==> config.mk <==
export PLATFORM = sky130hd
export DESIGN_NAME = sfcm_top
export DESIGN_NICKNAME = d
export VERILOG_FILES = /design/src/design/sfcm_pkg.sv /design/src/design/sfcm_pin_scan.sv /design/src/design/sfcm_top.sv
export SDC_FILE = /design/constraint.sdc
export NUM_CORES = 1
export LEC_CHECK = 0
export BUFFER_PORTS_ARGS = -buffer_cell sky130_fd_sc_hd__buf_2
export CAP_MARGIN = 10
export CELL_PAD_IN_SITES_DETAIL_PLACEMENT = 1
export CELL_PAD_IN_SITES_GLOBAL_PLACEMENT = 2
export CORE_ASPECT_RATIO = 1.25
export CORE_UTILIZATION = 36
export DETAILED_ROUTE_END_ITERATION = 10
export PLACE_DENSITY_LB_ADDON = 0.1
export SLEW_MARGIN = 20
export SYNTH_ARGS = -nofsm -noshare
export SYNTH_HDL_FRONTEND = slang
export SYNTH_SLANG_ARGS = --single-unit
==> constraint.sdc <==
create_clock -name sys_clk_i -period 1.7 [get_ports sys_clk_i]
set_input_delay 0 -clock sys_clk_i [delete_from_list [all_inputs] [get_ports sys_clk_i]]
set_output_delay 0 -clock sys_clk_i [all_outputs]
set_load 0.05 [all_outputs]
==> src/design/sfcm_pkg.sv <==
// sfcm_pkg: register map, field positions, reset values and timing constants
// for the serial flow control and modem pin block.
// assumes an 8-bit register port and a 100 MHz device clock.
package sfcm_pkg;
    localparam int DATA_W = 8;
    localparam int ADDR_W = 4;
    localparam int CNT_W = 4;
    localparam int NUM_MODEM_IN = 4;
    localparam int FIFO_DEPTH = 12;

    // register offsets
    localparam logic [ADDR_W-1:0] OFS_CHAN_OPT_TWO = 4'h0;
    localparam logic [ADDR_W-1:0] OFS_CHAN_OPT_THREE = 4'h1;
    localparam logic [ADDR_W-1:0] OFS_MODEM_OPT_ONE = 4'h2;
    localparam logic [ADDR_W-1:0] OFS_MODEM_OPT_TWO = 4'h3;
    localparam logic [ADDR_W-1:0] OFS_MODEM_SIG_ONE = 4'h4;
    localparam logic [ADDR_W-1:0] OFS_MODEM_SIG_TWO = 4'h5;
    localparam logic [ADDR_W-1:0] OFS_MODEM_CHANGE = 4'h6;
    localparam logic [ADDR_W-1:0] OFS_IRQ_ENABLE = 4'h7;
    localparam logic [ADDR_W-1:0] OFS_RESUME_CHAR = 4'h8;
    localparam logic [ADDR_W-1:0] OFS_STOP_CHAR = 4'h9;
    localparam logic [ADDR_W-1:0] OFS_FLOW_STATUS = 4'hA;

    // field positions
    localparam int BIT_IMPLIED_RESUME = 7;
    localparam int BIT_AUTO_TX_INBAND = 6;
    localparam int BIT_AUTO_REQUEST_OUT = 2;
    localparam int BIT_AUTO_CLEAR_GATE = 1;
    localparam int BIT_TRANSPARENT_FC = 5;
    localparam int BIT_PAIR_DETECT = 4;
    localparam int BIT_THRESH_LSB = 0;
    localparam int BIT_RISE_EN_LSB = 4;
    localparam int BIT_FALL_EN_LSB = 0;
    localparam int BIT_MANUAL_RTS = 0;
    localparam int BIT_MANUAL_DTR = 1;
    localparam int BIT_INPUT_LSB = 4;
    localparam int BIT_MODEM_IRQ_EN = 7;

    // reset values
    localparam logic [DATA_W-1:0] RST_REG = 8'h00;
    localparam logic [CNT_W-1:0] THRESH_OFF = 4'h0;

    // input scan: sampled once per period, well inside the 2 ms budget
    localparam int CLK_MHZ = 100;
    localparam int SCAN_PERIOD_US = 1000;
    localparam int SCAN_CYC = SCAN_PERIOD_US * CLK_MHZ;
endpackage : sfcm_pkg

==> src/design/sfcm_pin_scan.sv <==
// sfcm_pin_scan: synchronises the modem inputs and scans them periodically
// for changes against the last stored sample.
// assumes asynchronous pins; one device clock.
`timescale 1ns/1ps
module sfcm_pin_scan #(
    parameter int WIDTH = 4,
    parameter int SCAN_CYCLES = 100000
) (
    input wire logic sys_clk_i,
    input wire logic rstn_i,
    input wire logic [WIDTH-1:0] pin_i,
    output logic [WIDTH-1:0] level_o,
    output logic [WIDTH-1:0] rise_o,
    output logic [WIDTH-1:0] fall_o
);
    logic [WIDTH-1:0] meta;
    logic [WIDTH-1:0] stored;
    logic [31:0] scan_cnt;
    logic scan_tick;

    initial begin
        if (SCAN_CYCLES < 2 || WIDTH < 1) begin
            $error("sfcm_pin_scan: bad parameters");
        end
    end

    // first stage feeds only the second
    always_ff @(posedge sys_clk_i or negedge rstn_i) begin
        if (!rstn_i) begin
            meta <= '0;
            level_o <= '0;
        end else begin
            meta <= pin_i;
            level_o <= meta;
        end
    end

    assign scan_tick = (scan_cnt == 32'(SCAN_CYCLES - 1));

    always_ff @(posedge sys_clk_i or negedge rstn_i) begin
        if (!rstn_i) begin
            scan_cnt <= '0;
        end else if (scan_tick) begin
            scan_cnt <= '0;
        end else begin
            scan_cnt <= scan_cnt + 32'h1;
        end
    end

    // sampled, not latched: pulses shorter than a scan period may be missed
    always_ff @(posedge sys_clk_i or negedge rstn_i) begin
        if (!rstn_i) begin
            stored <= '0;
            rise_o <= '0;
            fall_o <= '0;
        end else if (scan_tick) begin
            stored <= level_o;
            rise_o <= level_o & ~stored;
            fall_o <= ~level_o & stored;
        end else begin
            rise_o <= '0;
            fall_o <= '0;
        end
    end
endmodule : sfcm_pin_scan

==> src/design/sfcm_top.sv <==
// Contract
// - pair match only when detect enable set
// - transparent mode consumes flow characters, not stored
// - in-band transmit stop only when enabled
// - implied resume lets any character but a matched stop char restart
// - four-bit receive threshold, levels 0 to 12
// - zero threshold leaves ready line manual
// - ready asserted while count below threshold
// - manual ready bit one asserts ready
// - auto request asserted while transmit data pending
// - clear gate stops new characters, resumes later
// - clear checked at FIFO to holding move
// - special send ignores clear and set-ready
// - clear and set-ready readable in signal one
// - signal bits inverted against pin level
// - edge enables set change bits, request service
// - inputs scanned periodically, latency under 2 ms
// - four modem pins usable as general I/O
// - pair detect enable is option three bit 4
// - transparent enable is option three bit 5
// - without implied resume only resume char restarts
// - stop char halts after current and holding
//
// sfcm_top: out-of-band and in-band flow control plus modem pin registers.
// assumes the transmitter asks before moving a FIFO character to holding.
//
// Our own choices: the strobed register port and the register offsets.
`timescale 1ns/1ps
module sfcm_top
#(
    parameter int SCAN_CYCLES = sfcm_pkg::SCAN_CYC,
    parameter int RX_FIFO_DEPTH = sfcm_pkg::FIFO_DEPTH
) (
    input wire logic sys_clk_i,
    input wire logic rstn_i,
    input wire logic [sfcm_pkg::ADDR_W-1:0] reg_addr_i,
    input wire logic [sfcm_pkg::DATA_W-1:0] reg_wdata_i,
    input wire logic reg_wr_i,
    input wire logic reg_rd_i,
    output logic [sfcm_pkg::DATA_W-1:0] reg_rdata_o,
    input wire logic rx_enable_i,
    input wire logic [sfcm_pkg::CNT_W-1:0] rx_fifo_count_i,
    input wire logic rx_char_valid_i,
    input wire logic [sfcm_pkg::DATA_W-1:0] rx_char_i,
    output logic rx_store_o,
    output logic [sfcm_pkg::DATA_W-1:0] rx_store_data_o,
    input wire logic tx_fifo_empty_i,
    input wire logic tx_busy_i,
    output logic tx_load_allow_o,
    input wire logic send_special_i,
    output logic tx_special_go_o,
    input wire logic cts_n_i,
    input wire logic dsr_n_i,
    input wire logic cd_n_i,
    input wire logic ri_n_i,
    output logic rts_n_o,
    output logic dtr_n_o,
    output logic modem_service_request_n_o
);
    import sfcm_pkg::*;

    logic [DATA_W-1:0] chan_opt_two;
    logic [DATA_W-1:0] chan_opt_three;
    logic [DATA_W-1:0] modem_opt_one;
    logic [DATA_W-1:0] modem_opt_two;
    logic manual_rts;
    logic manual_dtr;
    logic [NUM_MODEM_IN-1:0] modem_change;
    logic irq_en;
    logic [DATA_W-1:0] resume_char;
    logic [DATA_W-1:0] stop_char;
    logic tx_stopped;
    logic [NUM_MODEM_IN-1:0] in_level;
    logic [NUM_MODEM_IN-1:0] in_rise;
    logic [NUM_MODEM_IN-1:0] in_fall;
    logic [NUM_MODEM_IN-1:0] in_view;
    logic [CNT_W-1:0] rx_handshake_threshold;
    logic implied_resume_mode;
    logic auto_tx_inband_en;
    logic auto_request_out_en;
    logic auto_clear_gate_en;
    logic transparent_flowctl_en;
    logic special_char_pair_detect_en;
    logic cts_on;
    logic is_resume;
    logic is_stop;
    logic next_dtr_on;
    logic next_rts_on;

    initial begin
        if (RX_FIFO_DEPTH < 1 || RX_FIFO_DEPTH > 15 || SCAN_CYCLES < 2) begin
            $error("sfcm_top: bad parameters");
        end
    end

    function automatic logic wr_hit(input logic [ADDR_W-1:0] ofs);
        wr_hit = reg_wr_i && (reg_addr_i == ofs);
    endfunction : wr_hit

    assign implied_resume_mode = chan_opt_two[BIT_IMPLIED_RESUME];
    assign auto_tx_inband_en = chan_opt_two[BIT_AUTO_TX_INBAND];
    assign auto_request_out_en = chan_opt_two[BIT_AUTO_REQUEST_OUT];
    assign auto_clear_gate_en = chan_opt_two[BIT_AUTO_CLEAR_GATE];
    assign transparent_flowctl_en = chan_opt_three[BIT_TRANSPARENT_FC];
    assign special_char_pair_detect_en = chan_opt_three[BIT_PAIR_DETECT];
    assign rx_handshake_threshold = modem_opt_one[BIT_THRESH_LSB +: CNT_W];

    // pins active low; logical level 1 means asserted
    sfcm_pin_scan #(
        .WIDTH(NUM_MODEM_IN),
        .SCAN_CYCLES(SCAN_CYCLES)
    ) u_scan (
        .sys_clk_i(sys_clk_i),
        .rstn_i(rstn_i),
        .pin_i({~ri_n_i, ~cd_n_i, ~dsr_n_i, ~cts_n_i}),
        .level_o(in_level),
        .rise_o(in_rise),
        .fall_o(in_fall)
    );
    assign cts_on = in_level[0];
    // read view puts cts and dsr in the top two bits, then cd and ri
    assign in_view = {in_level[0], in_level[1], in_level[2], in_level[3]};

    // register writes
    always_ff @(posedge sys_clk_i or negedge rstn_i) begin
        if (!rstn_i) begin
            chan_opt_two <= RST_REG;
            chan_opt_three <= RST_REG;
            modem_opt_one <= RST_REG;
            modem_opt_two <= RST_REG;
            manual_rts <= 1'b0;
            manual_dtr <= 1'b0;
            irq_en <= 1'b0;
            resume_char <= RST_REG;
            stop_char <= RST_REG;
        end else begin
            if (wr_hit(OFS_CHAN_OPT_TWO)) chan_opt_two <= reg_wdata_i;
            if (wr_hit(OFS_CHAN_OPT_THREE)) chan_opt_three <= reg_wdata_i;
            if (wr_hit(OFS_MODEM_OPT_ONE)) modem_opt_one <= reg_wdata_i;
            if (wr_hit(OFS_MODEM_OPT_TWO)) modem_opt_two <= reg_wdata_i;
            if (wr_hit(OFS_MODEM_SIG_ONE)) manual_rts <= reg_wdata_i[BIT_MANUAL_RTS];
            if (wr_hit(OFS_MODEM_SIG_TWO)) manual_dtr <= reg_wdata_i[BIT_MANUAL_DTR];
            if (wr_hit(OFS_IRQ_ENABLE)) irq_en <= reg_wdata_i[BIT_MODEM_IRQ_EN];
            if (wr_hit(OFS_RESUME_CHAR)) resume_char <= reg_wdata_i;
            if (wr_hit(OFS_STOP_CHAR)) stop_char <= reg_wdata_i;
        end
    end

    // change bits: write one clears, a new edge in the same cycle wins
    always_ff @(posedge sys_clk_i or negedge rstn_i) begin
        if (!rstn_i) begin
            modem_change <= '0;
        end else begin
            modem_change <= (modem_change
                & ~(wr_hit(OFS_MODEM_CHANGE) ? reg_wdata_i[NUM_MODEM_IN-1:0] : '0))
                | (in_rise & modem_opt_one[BIT_RISE_EN_LSB +: NUM_MODEM_IN])
                | (in_fall & modem_opt_two[BIT_FALL_EN_LSB +: NUM_MODEM_IN]);
        end
    end

    always_ff @(posedge sys_clk_i or negedge rstn_i) begin
        if (!rstn_i) begin
            modem_service_request_n_o <= 1'b1;
        end else begin
            modem_service_request_n_o <= ~(irq_en && (|modem_change));
        end
    end

    // register reads, data one cycle after the strobe
    always_ff @(posedge sys_clk_i or negedge rstn_i) begin
        if (!rstn_i) begin
            reg_rdata_o <= RST_REG;
        end else if (reg_rd_i) begin
            case (reg_addr_i)
                OFS_CHAN_OPT_TWO: reg_rdata_o <= chan_opt_two;
                OFS_CHAN_OPT_THREE: reg_rdata_o <= chan_opt_three;
                OFS_MODEM_OPT_ONE: reg_rdata_o <= modem_opt_one;
                OFS_MODEM_OPT_TWO: reg_rdata_o <= modem_opt_two;
                OFS_MODEM_SIG_ONE: reg_rdata_o <= {in_view, 3'h0, ~rts_n_o};
                OFS_MODEM_SIG_TWO: reg_rdata_o <= {in_view, 2'h0, ~dtr_n_o, 1'b0};
                OFS_MODEM_CHANGE: reg_rdata_o <= {4'h0, modem_change};
                OFS_IRQ_ENABLE: reg_rdata_o <= {irq_en, 7'h00};
                OFS_RESUME_CHAR: reg_rdata_o <= resume_char;
                OFS_STOP_CHAR: reg_rdata_o <= stop_char;
                OFS_FLOW_STATUS: reg_rdata_o <= {7'h00, tx_stopped};
                default: reg_rdata_o <= RST_REG;
            endcase
        end else begin
            reg_rdata_o <= RST_REG;
        end
    end

    // in-band character matching
    assign is_resume = special_char_pair_detect_en && (rx_char_i == resume_char);
    assign is_stop = special_char_pair_detect_en && (rx_char_i == stop_char);

    always_ff @(posedge sys_clk_i or negedge rstn_i) begin
        if (!rstn_i) begin
            tx_stopped <= 1'b0;
        end else if (!auto_tx_inband_en) begin
            tx_stopped <= 1'b0;
        end else if (rx_char_valid_i) begin
            if (is_stop) begin
                tx_stopped <= 1'b1;
            end else if (is_resume || implied_resume_mode) begin
                tx_stopped <= 1'b0;
            end
        end
    end

    // flow characters are consumed only when transparent and matched, even with in-band transmit control off
    always_ff @(posedge sys_clk_i or negedge rstn_i) begin
        if (!rstn_i) begin
            rx_store_o <= 1'b0;
            rx_store_data_o <= RST_REG;
        end else begin
            rx_store_o <= rx_char_valid_i
                && !(transparent_flowctl_en && (is_stop || is_resume));
            rx_store_data_o <= rx_char_i;
        end
    end

    // gating applies to FIFO-to-holding moves only, so current and holding
    // characters always finish after a stop
    always_ff @(posedge sys_clk_i or negedge rstn_i) begin
        if (!rstn_i) begin
            tx_load_allow_o <= 1'b0;
        end else begin
            tx_load_allow_o <= !tx_stopped && (!auto_clear_gate_en || cts_on);
        end
    end

    // special sends bypass every pin check
    always_ff @(posedge sys_clk_i or negedge rstn_i) begin
        if (!rstn_i) begin
            tx_special_go_o <= 1'b0;
        end else begin
            tx_special_go_o <= send_special_i;
        end
    end

    always_comb begin
        if (rx_handshake_threshold != THRESH_OFF && rx_enable_i) begin
            next_dtr_on = rx_fifo_count_i < rx_handshake_threshold;
        end else begin
            next_dtr_on = manual_dtr;
        end
        if (auto_request_out_en) begin
            next_rts_on = !tx_fifo_empty_i || tx_busy_i;
        end else begin
            next_rts_on = manual_rts;
        end
    end

    // outputs drive low when asserted
    always_ff @(posedge sys_clk_i or negedge rstn_i) begin
        if (!rstn_i) begin
            dtr_n_o <= 1'b1;
            rts_n_o <= 1'b1;
        end else begin
            dtr_n_o <= ~next_dtr_on;
            rts_n_o <= ~next_rts_on;
        end
    end

    property p_dtr_full;
        @(posedge sys_clk_i) disable iff (!rstn_i)
        (rx_handshake_threshold != 4'h0 && rx_enable_i
            && rx_fifo_count_i >= rx_handshake_threshold) |=> dtr_n_o;
    endproperty
    a_dtr_full: assert property (p_dtr_full) else $error("ready not dropped at threshold");

    property p_dtr_room;
        @(posedge sys_clk_i) disable iff (!rstn_i)
        (rx_handshake_threshold != 4'h0 && rx_enable_i
            && rx_fifo_count_i < rx_handshake_threshold) |=> !dtr_n_o;
    endproperty
    a_dtr_room: assert property (p_dtr_room) else $error("ready not asserted below threshold");

    property p_dtr_manual;
        @(posedge sys_clk_i) disable iff (!rstn_i)
        (rx_handshake_threshold == 4'h0) |=> (dtr_n_o == !$past(manual_dtr));
    endproperty
    a_dtr_manual: assert property (p_dtr_manual) else $error("ready not under host control");

    property p_rts_auto;
        @(posedge sys_clk_i) disable iff (!rstn_i)
        (auto_request_out_en && !tx_fifo_empty_i) |=> !rts_n_o;
    endproperty
    a_rts_auto: assert property (p_rts_auto) else $error("request not asserted with data");

    property p_cts_gate;
        @(posedge sys_clk_i) disable iff (!rstn_i)
        (auto_clear_gate_en && !cts_on) |=> !tx_load_allow_o;
    endproperty
    a_cts_gate: assert property (p_cts_gate) else $error("load allowed without clear");

    property p_stop_char;
        @(posedge sys_clk_i) disable iff (!rstn_i)
        (rx_char_valid_i && special_char_pair_detect_en && auto_tx_inband_en
            && rx_char_i == stop_char) |=> ##1 !tx_load_allow_o;
    endproperty
    a_stop_char: assert property (p_stop_char) else $error("stop char did not halt loads");

    property p_discard;
        @(posedge sys_clk_i) disable iff (!rstn_i)
        (rx_char_valid_i && special_char_pair_detect_en && transparent_flowctl_en
            && rx_char_i == stop_char) |=> !rx_store_o;
    endproperty
    a_discard: assert property (p_discard) else $error("flow char stored in transparent mode");

    property p_no_detect;
        @(posedge sys_clk_i) disable iff (!rstn_i)
        (rx_char_valid_i && !special_char_pair_detect_en) |=> rx_store_o;
    endproperty
    a_no_detect: assert property (p_no_detect) else $error("char dropped without detect");

    property p_special;
        @(posedge sys_clk_i) disable iff (!rstn_i)
        send_special_i |=> tx_special_go_o;
    endproperty
    a_special: assert property (p_special) else $error("special send was gated");

    property p_service;
        @(posedge sys_clk_i) disable iff (!rstn_i)
        (irq_en && |modem_change) |=> !modem_service_request_n_o;
    endproperty
    a_service: assert property (p_service) else $error("service request missing");
endmodule : sfcm_top

==> results.txt <==
----------------------------------------------------
[Run status]
  Result of the run ... finished, violations left
  Violated checks ... setup timing

[Logic synthesis]
  Number of synthesized register bits ... 130
  Dominant cells by area after synthesis ... dfrtp_1, mux2_2, xnor2_1
  Synthesis Warnings ... 0
  Dominant cell type by area after synthesis ... dfrtp_1
  Most instantiated library cell after synthesis ... dfrtp_1
  Netlist area before placement ... a little under 0.006 mm²
  Top-area cell type share of the netlist area ... 55.12%
  Synthesized area per cell ... ~12 µm²
  Main flop type after synthesis ... dfrtp_1
  Count of mapped cells out of synthesis ... 462
  Netlist cell types ... 50
  Net count after synthesis ... 503
  Ys async rst share ... 100.0%
  Number of synthesized flops with an enable pin ... 0
  Register area share after synthesis ... 56.49%
  Most numerous cell types in the synthesized netlist ... dfrtp_1, mux2_2, nor2_1

[Global routing]
  Vias in the first global route ... ~4500
  Remaining global-route overflow ... 0
  GRT Overall Usage ... 21.11%
  Number of antenna violations at the first check in global routing ... 0
  Global-route wire length before repair ... 25250 µm
  Maximum number of pins on one net before global-route repair ... 49

[Min path]
  Type of the most critical hold path ... input port to register
  Hold Path Origin ... rx_fifo_count_i[3]

[Routing]
  Average vias per placed instance ... 4.987
  Post-detailed-route wirelength per cell ... 18.77 µm
  Number of iterations in the first detailed-routing pass ... 4
  Detailed-route wire length on metal 1 ... between 6000 and 7000 µm
  Wire length on met3 ... 371 µm
  Count of antenna-violating nets left after detailed routing ... 0
  Overall routed net length ... 15800 µm
  Top sig layer ... met4
  DRC marker count from the first detailed-route iteration ... 152
  Length of routed met2 wiring ... 8805 µm
  Routed via count ... around 4200
  Drc violations ... 0

[STA]
  Final worst path period share ... 102.5%
  Fin crit period ... 1.743 ns
  Number of failing setup endpoints in the final timing report ... 4
  Number of max-slew violations in the final report ... 0
  Transition time of the tightest slew-check pin ... 0.5463 ns
  Clk_skew ... 0.007539 ns
  Setup slack after layout ... -0.04320 ns
  Final sum of negative setup slack ... -0.1568 ns
  Maximum operating frequency ... 0.5737 GHz
  Number of hold-slack violations in the final timing report ... 0
  Worst slew slack as a fraction of its limit ... 63.34%
  Unrepaired setup endpoints after global routing ... yes

[Pwr]
  Comb pwr share ... 13.2%
  VDD IR max ... 0.5740 mV
  PnR Total Power ... 8.748 mW
  Internal power ... about 6.5 mW
  Clock group share of total power ... 44.0%
  Relative contribution of sequential cells to total power ... between 40 and 50%
  Switching pwr ... 2.265 mW
  Switching Share ... approximately a quarter
  Power density over cell area ... 1122 mW/mm²
  Leakage power ... 3.612 nW

[Worst setup path]
  Worst Setup SP ... u_scan.scan_cnt[5]
  Standard cell with the maximum stage delay on the critical path ... dfrtp_1
  Type of destination of the critical path ... register
  Required time worst endpoint ... between 2 and 2.5 ns
  Cell breakdown of the critical path ... nor4_1, nand2_1, nor4_4, buf_6, mux2_4
  Critical path arrival ... around 2 ns
  Number of buffers and inverters on the critical path ... 1
  Critical register-to-register path startpoint ... u_scan.scan_cnt[5]
  Crit-path max cell delay ... 0.38 ns
  Maximum fanout along the worst path ... 5
  Setup CP Type ... register to register
  Startpoint class of the critical path ... register
  Kind of cell adding the most delay to the critical path ... simple AND/OR/NAND/NOR gates

[CTS]
  Skew-Pair Late Insertion Delay ... around 0.43 ns
  TritonCTS clock tree ... yes
  Total CTS buffers ... 17
  Clock-pin transition on the worst setup and hold timing paths ... 0.06 ns
  Buffer type at the clock tree root ... clkbuf_16
  Number of H-tree levels ... 4
  Clock sink count ... 130
  CTS max path bufs ... 2

[Die]
  Chip width ... 115.2 µm
  Initial core utilization ... 36.88%
  Boundary Pins ... 59
  Die boundary height ... 143.5 µm
  Core footprint ... 0.01563 mm²
  Number of placement rows ... 51
  Area of the die ... 0.01653 mm²

[Finish]
  Non-filler cells in the finished layout ... 842
  Synth-to-Final Area Change ... 35.24%
  Share of layout cells above drive strength 1 ... 39.05%
  NumNets Final ... 658
  Antenna fix cells ... 0
  Final Core Density ... around 50%
  Count of filler cells inserted in the layout ... 1652

[Placement]
  Routability cong. ... 0.7937
  Place WS ... -0.1877 ns
  Number of cells in the design after placement ... 775
  Port buffer count ... just under 60
  HPWL Detailed ... 11500 µm

[Run]
  Max-cap violations ... 0

----------------------------------------------------
==> kinds of logic (layout without fill, tap and decap cells) <==
logic type	Yosys count	count (layout)	synth area share, %
muxes	69	69	13.91
and+or+nand+nor	139	139	13.35
adders and majority gates	4	4	0.8681
xor gates and xnor gates	46	46	6.988
buffers and inverters	25	193	2.127
DFF	130	130	56.49
AOI/OAI and AO/OA	49	49	6.272
==> power by group through the flow <==
| stage | logic, mW | clock network, mW | registers (mW) |
|---|---|---|---|
| global route | 1.26 | 4.07 | 3.78 |
| CTS | 1.17 | 3.94 | 3.75 |
| detailed placement | 1.10 | 0 | 3.80 |
| finish | 1.16 | 3.85 | 3.74 |
| global placement | 1.07 | 0 | 3.79 |
| floorplan | 0.610 | 0 | 3.81 |
==> path summary, 6_finish.rpt <==
path | endpoint | slack (ns) | depth (start not counted)
worst max-delay path | u_scan.stored[2] | -0.04 | 5
worst min-delay path | dtr_n_o | 0.02 | 4
worst max register to register | u_scan.stored[2] | -0.04 | 5
worst min register to register | u_scan.level_o[2] | 0.35 | 0
max in group asynchronous | modem_service_request_n_o | 1.04 | 3
min in group asynchronous | chan_opt_two[2] | 0.06 | 2
==> layer usage <==
layer	GRT usage [%]	vias to the layer above
met5	0	-
met4	9.159	0
met3	4.302	25
met2	39.06	66
met1	23.11	2144
li1	-	1964
==> final cells by class <==
cell class	count	area, µm²	share of cell area, %
Sequential cell	130	3257	41.77
Multi-Input combinational cell	307	2482	31.84
Timing Repair Buffer	149	1121	14.38
Clock buffer	18	439.2	5.632
Tap cell	212	265.3	3.402
Clock inverter	14	187.7	2.407
Inverter	12	45.04	0.5777
==> cell usage in the layout, fill, tap and decap left out, types with 5 or more instances in the layout <==
cell type / count
dfrtp_1: 127
buf_2: 57
mux2_2: 55
buf_4: 55
xnor2_1: 29
nand2_1: 26
dlygate4sd3_1: 26
nor2_1: 22
xor2_1: 17
clkbuf_16: 17
nand3_1: 14
inv_1: 12
nand4_1: 11
nor2b_1: 9
o21ai_0: 9
nor2_2: 8
a22oi_1: 8
nor3_1: 7
mux2i_1: 7
and3_1: 6
and3b_1: 6
a22o_1: 6
buf_6: 6
a21oi_1: 5
a21boi_0: 5
==> flip-flops by register name, indices dropped and copies added (netlist names), 4 cells and up <==
signal,cells
u_scan.scan_cnt,32
chan_opt_three,8
chan_opt_two,8
modem_opt_one,8
modem_opt_two,8
reg_rdata_o,8
resume_char,8
rx_store_data_o,8
stop_char,8
modem_change,4
u_scan.fall_o,4
u_scan.level_o,4
u_scan.meta,4
u_scan.rise_o,4
u_scan.stored,4
==> per-stage QoR <==
| stage | instance area (µm²) | hold WS [ns] |
|---|---|---|
| 3_5_place_dp | 6720 | -0.05209 |
| 3_3_place_gp | 6720 | -0.05657 |
| 5_1_grt | 7797 | 0.03005 |
| 4_1_cts | 7697 | 0.003499 |
| 6_report | 7797 | 0.02189 |
| 2_1_floorplan | 5766 | -0.2956 |
==> timing repair <==
action | in CTS | in global routing
buffers inserted | 3 | 5
endpoints found under the hold margin | 192 | 0
resized for setup | 16 | 22
pin swaps | 5 | 10
hold buffers | 26 | 0
endpoints found under the setup margin | 18 | 28
cloned | 2 | 0
==> worst min-delay path: cells and delay by family <==
| family | cells | cell delay (ns) |
|---|---|---|
| buffers and inverters | 1 | 0.08 |
| AO/OA/AOI/OAI | 2 | 0.14 |
| adder cells (fa/ha/maj) | 1 | 0.21 |
(Power assumes the default switching activity.)
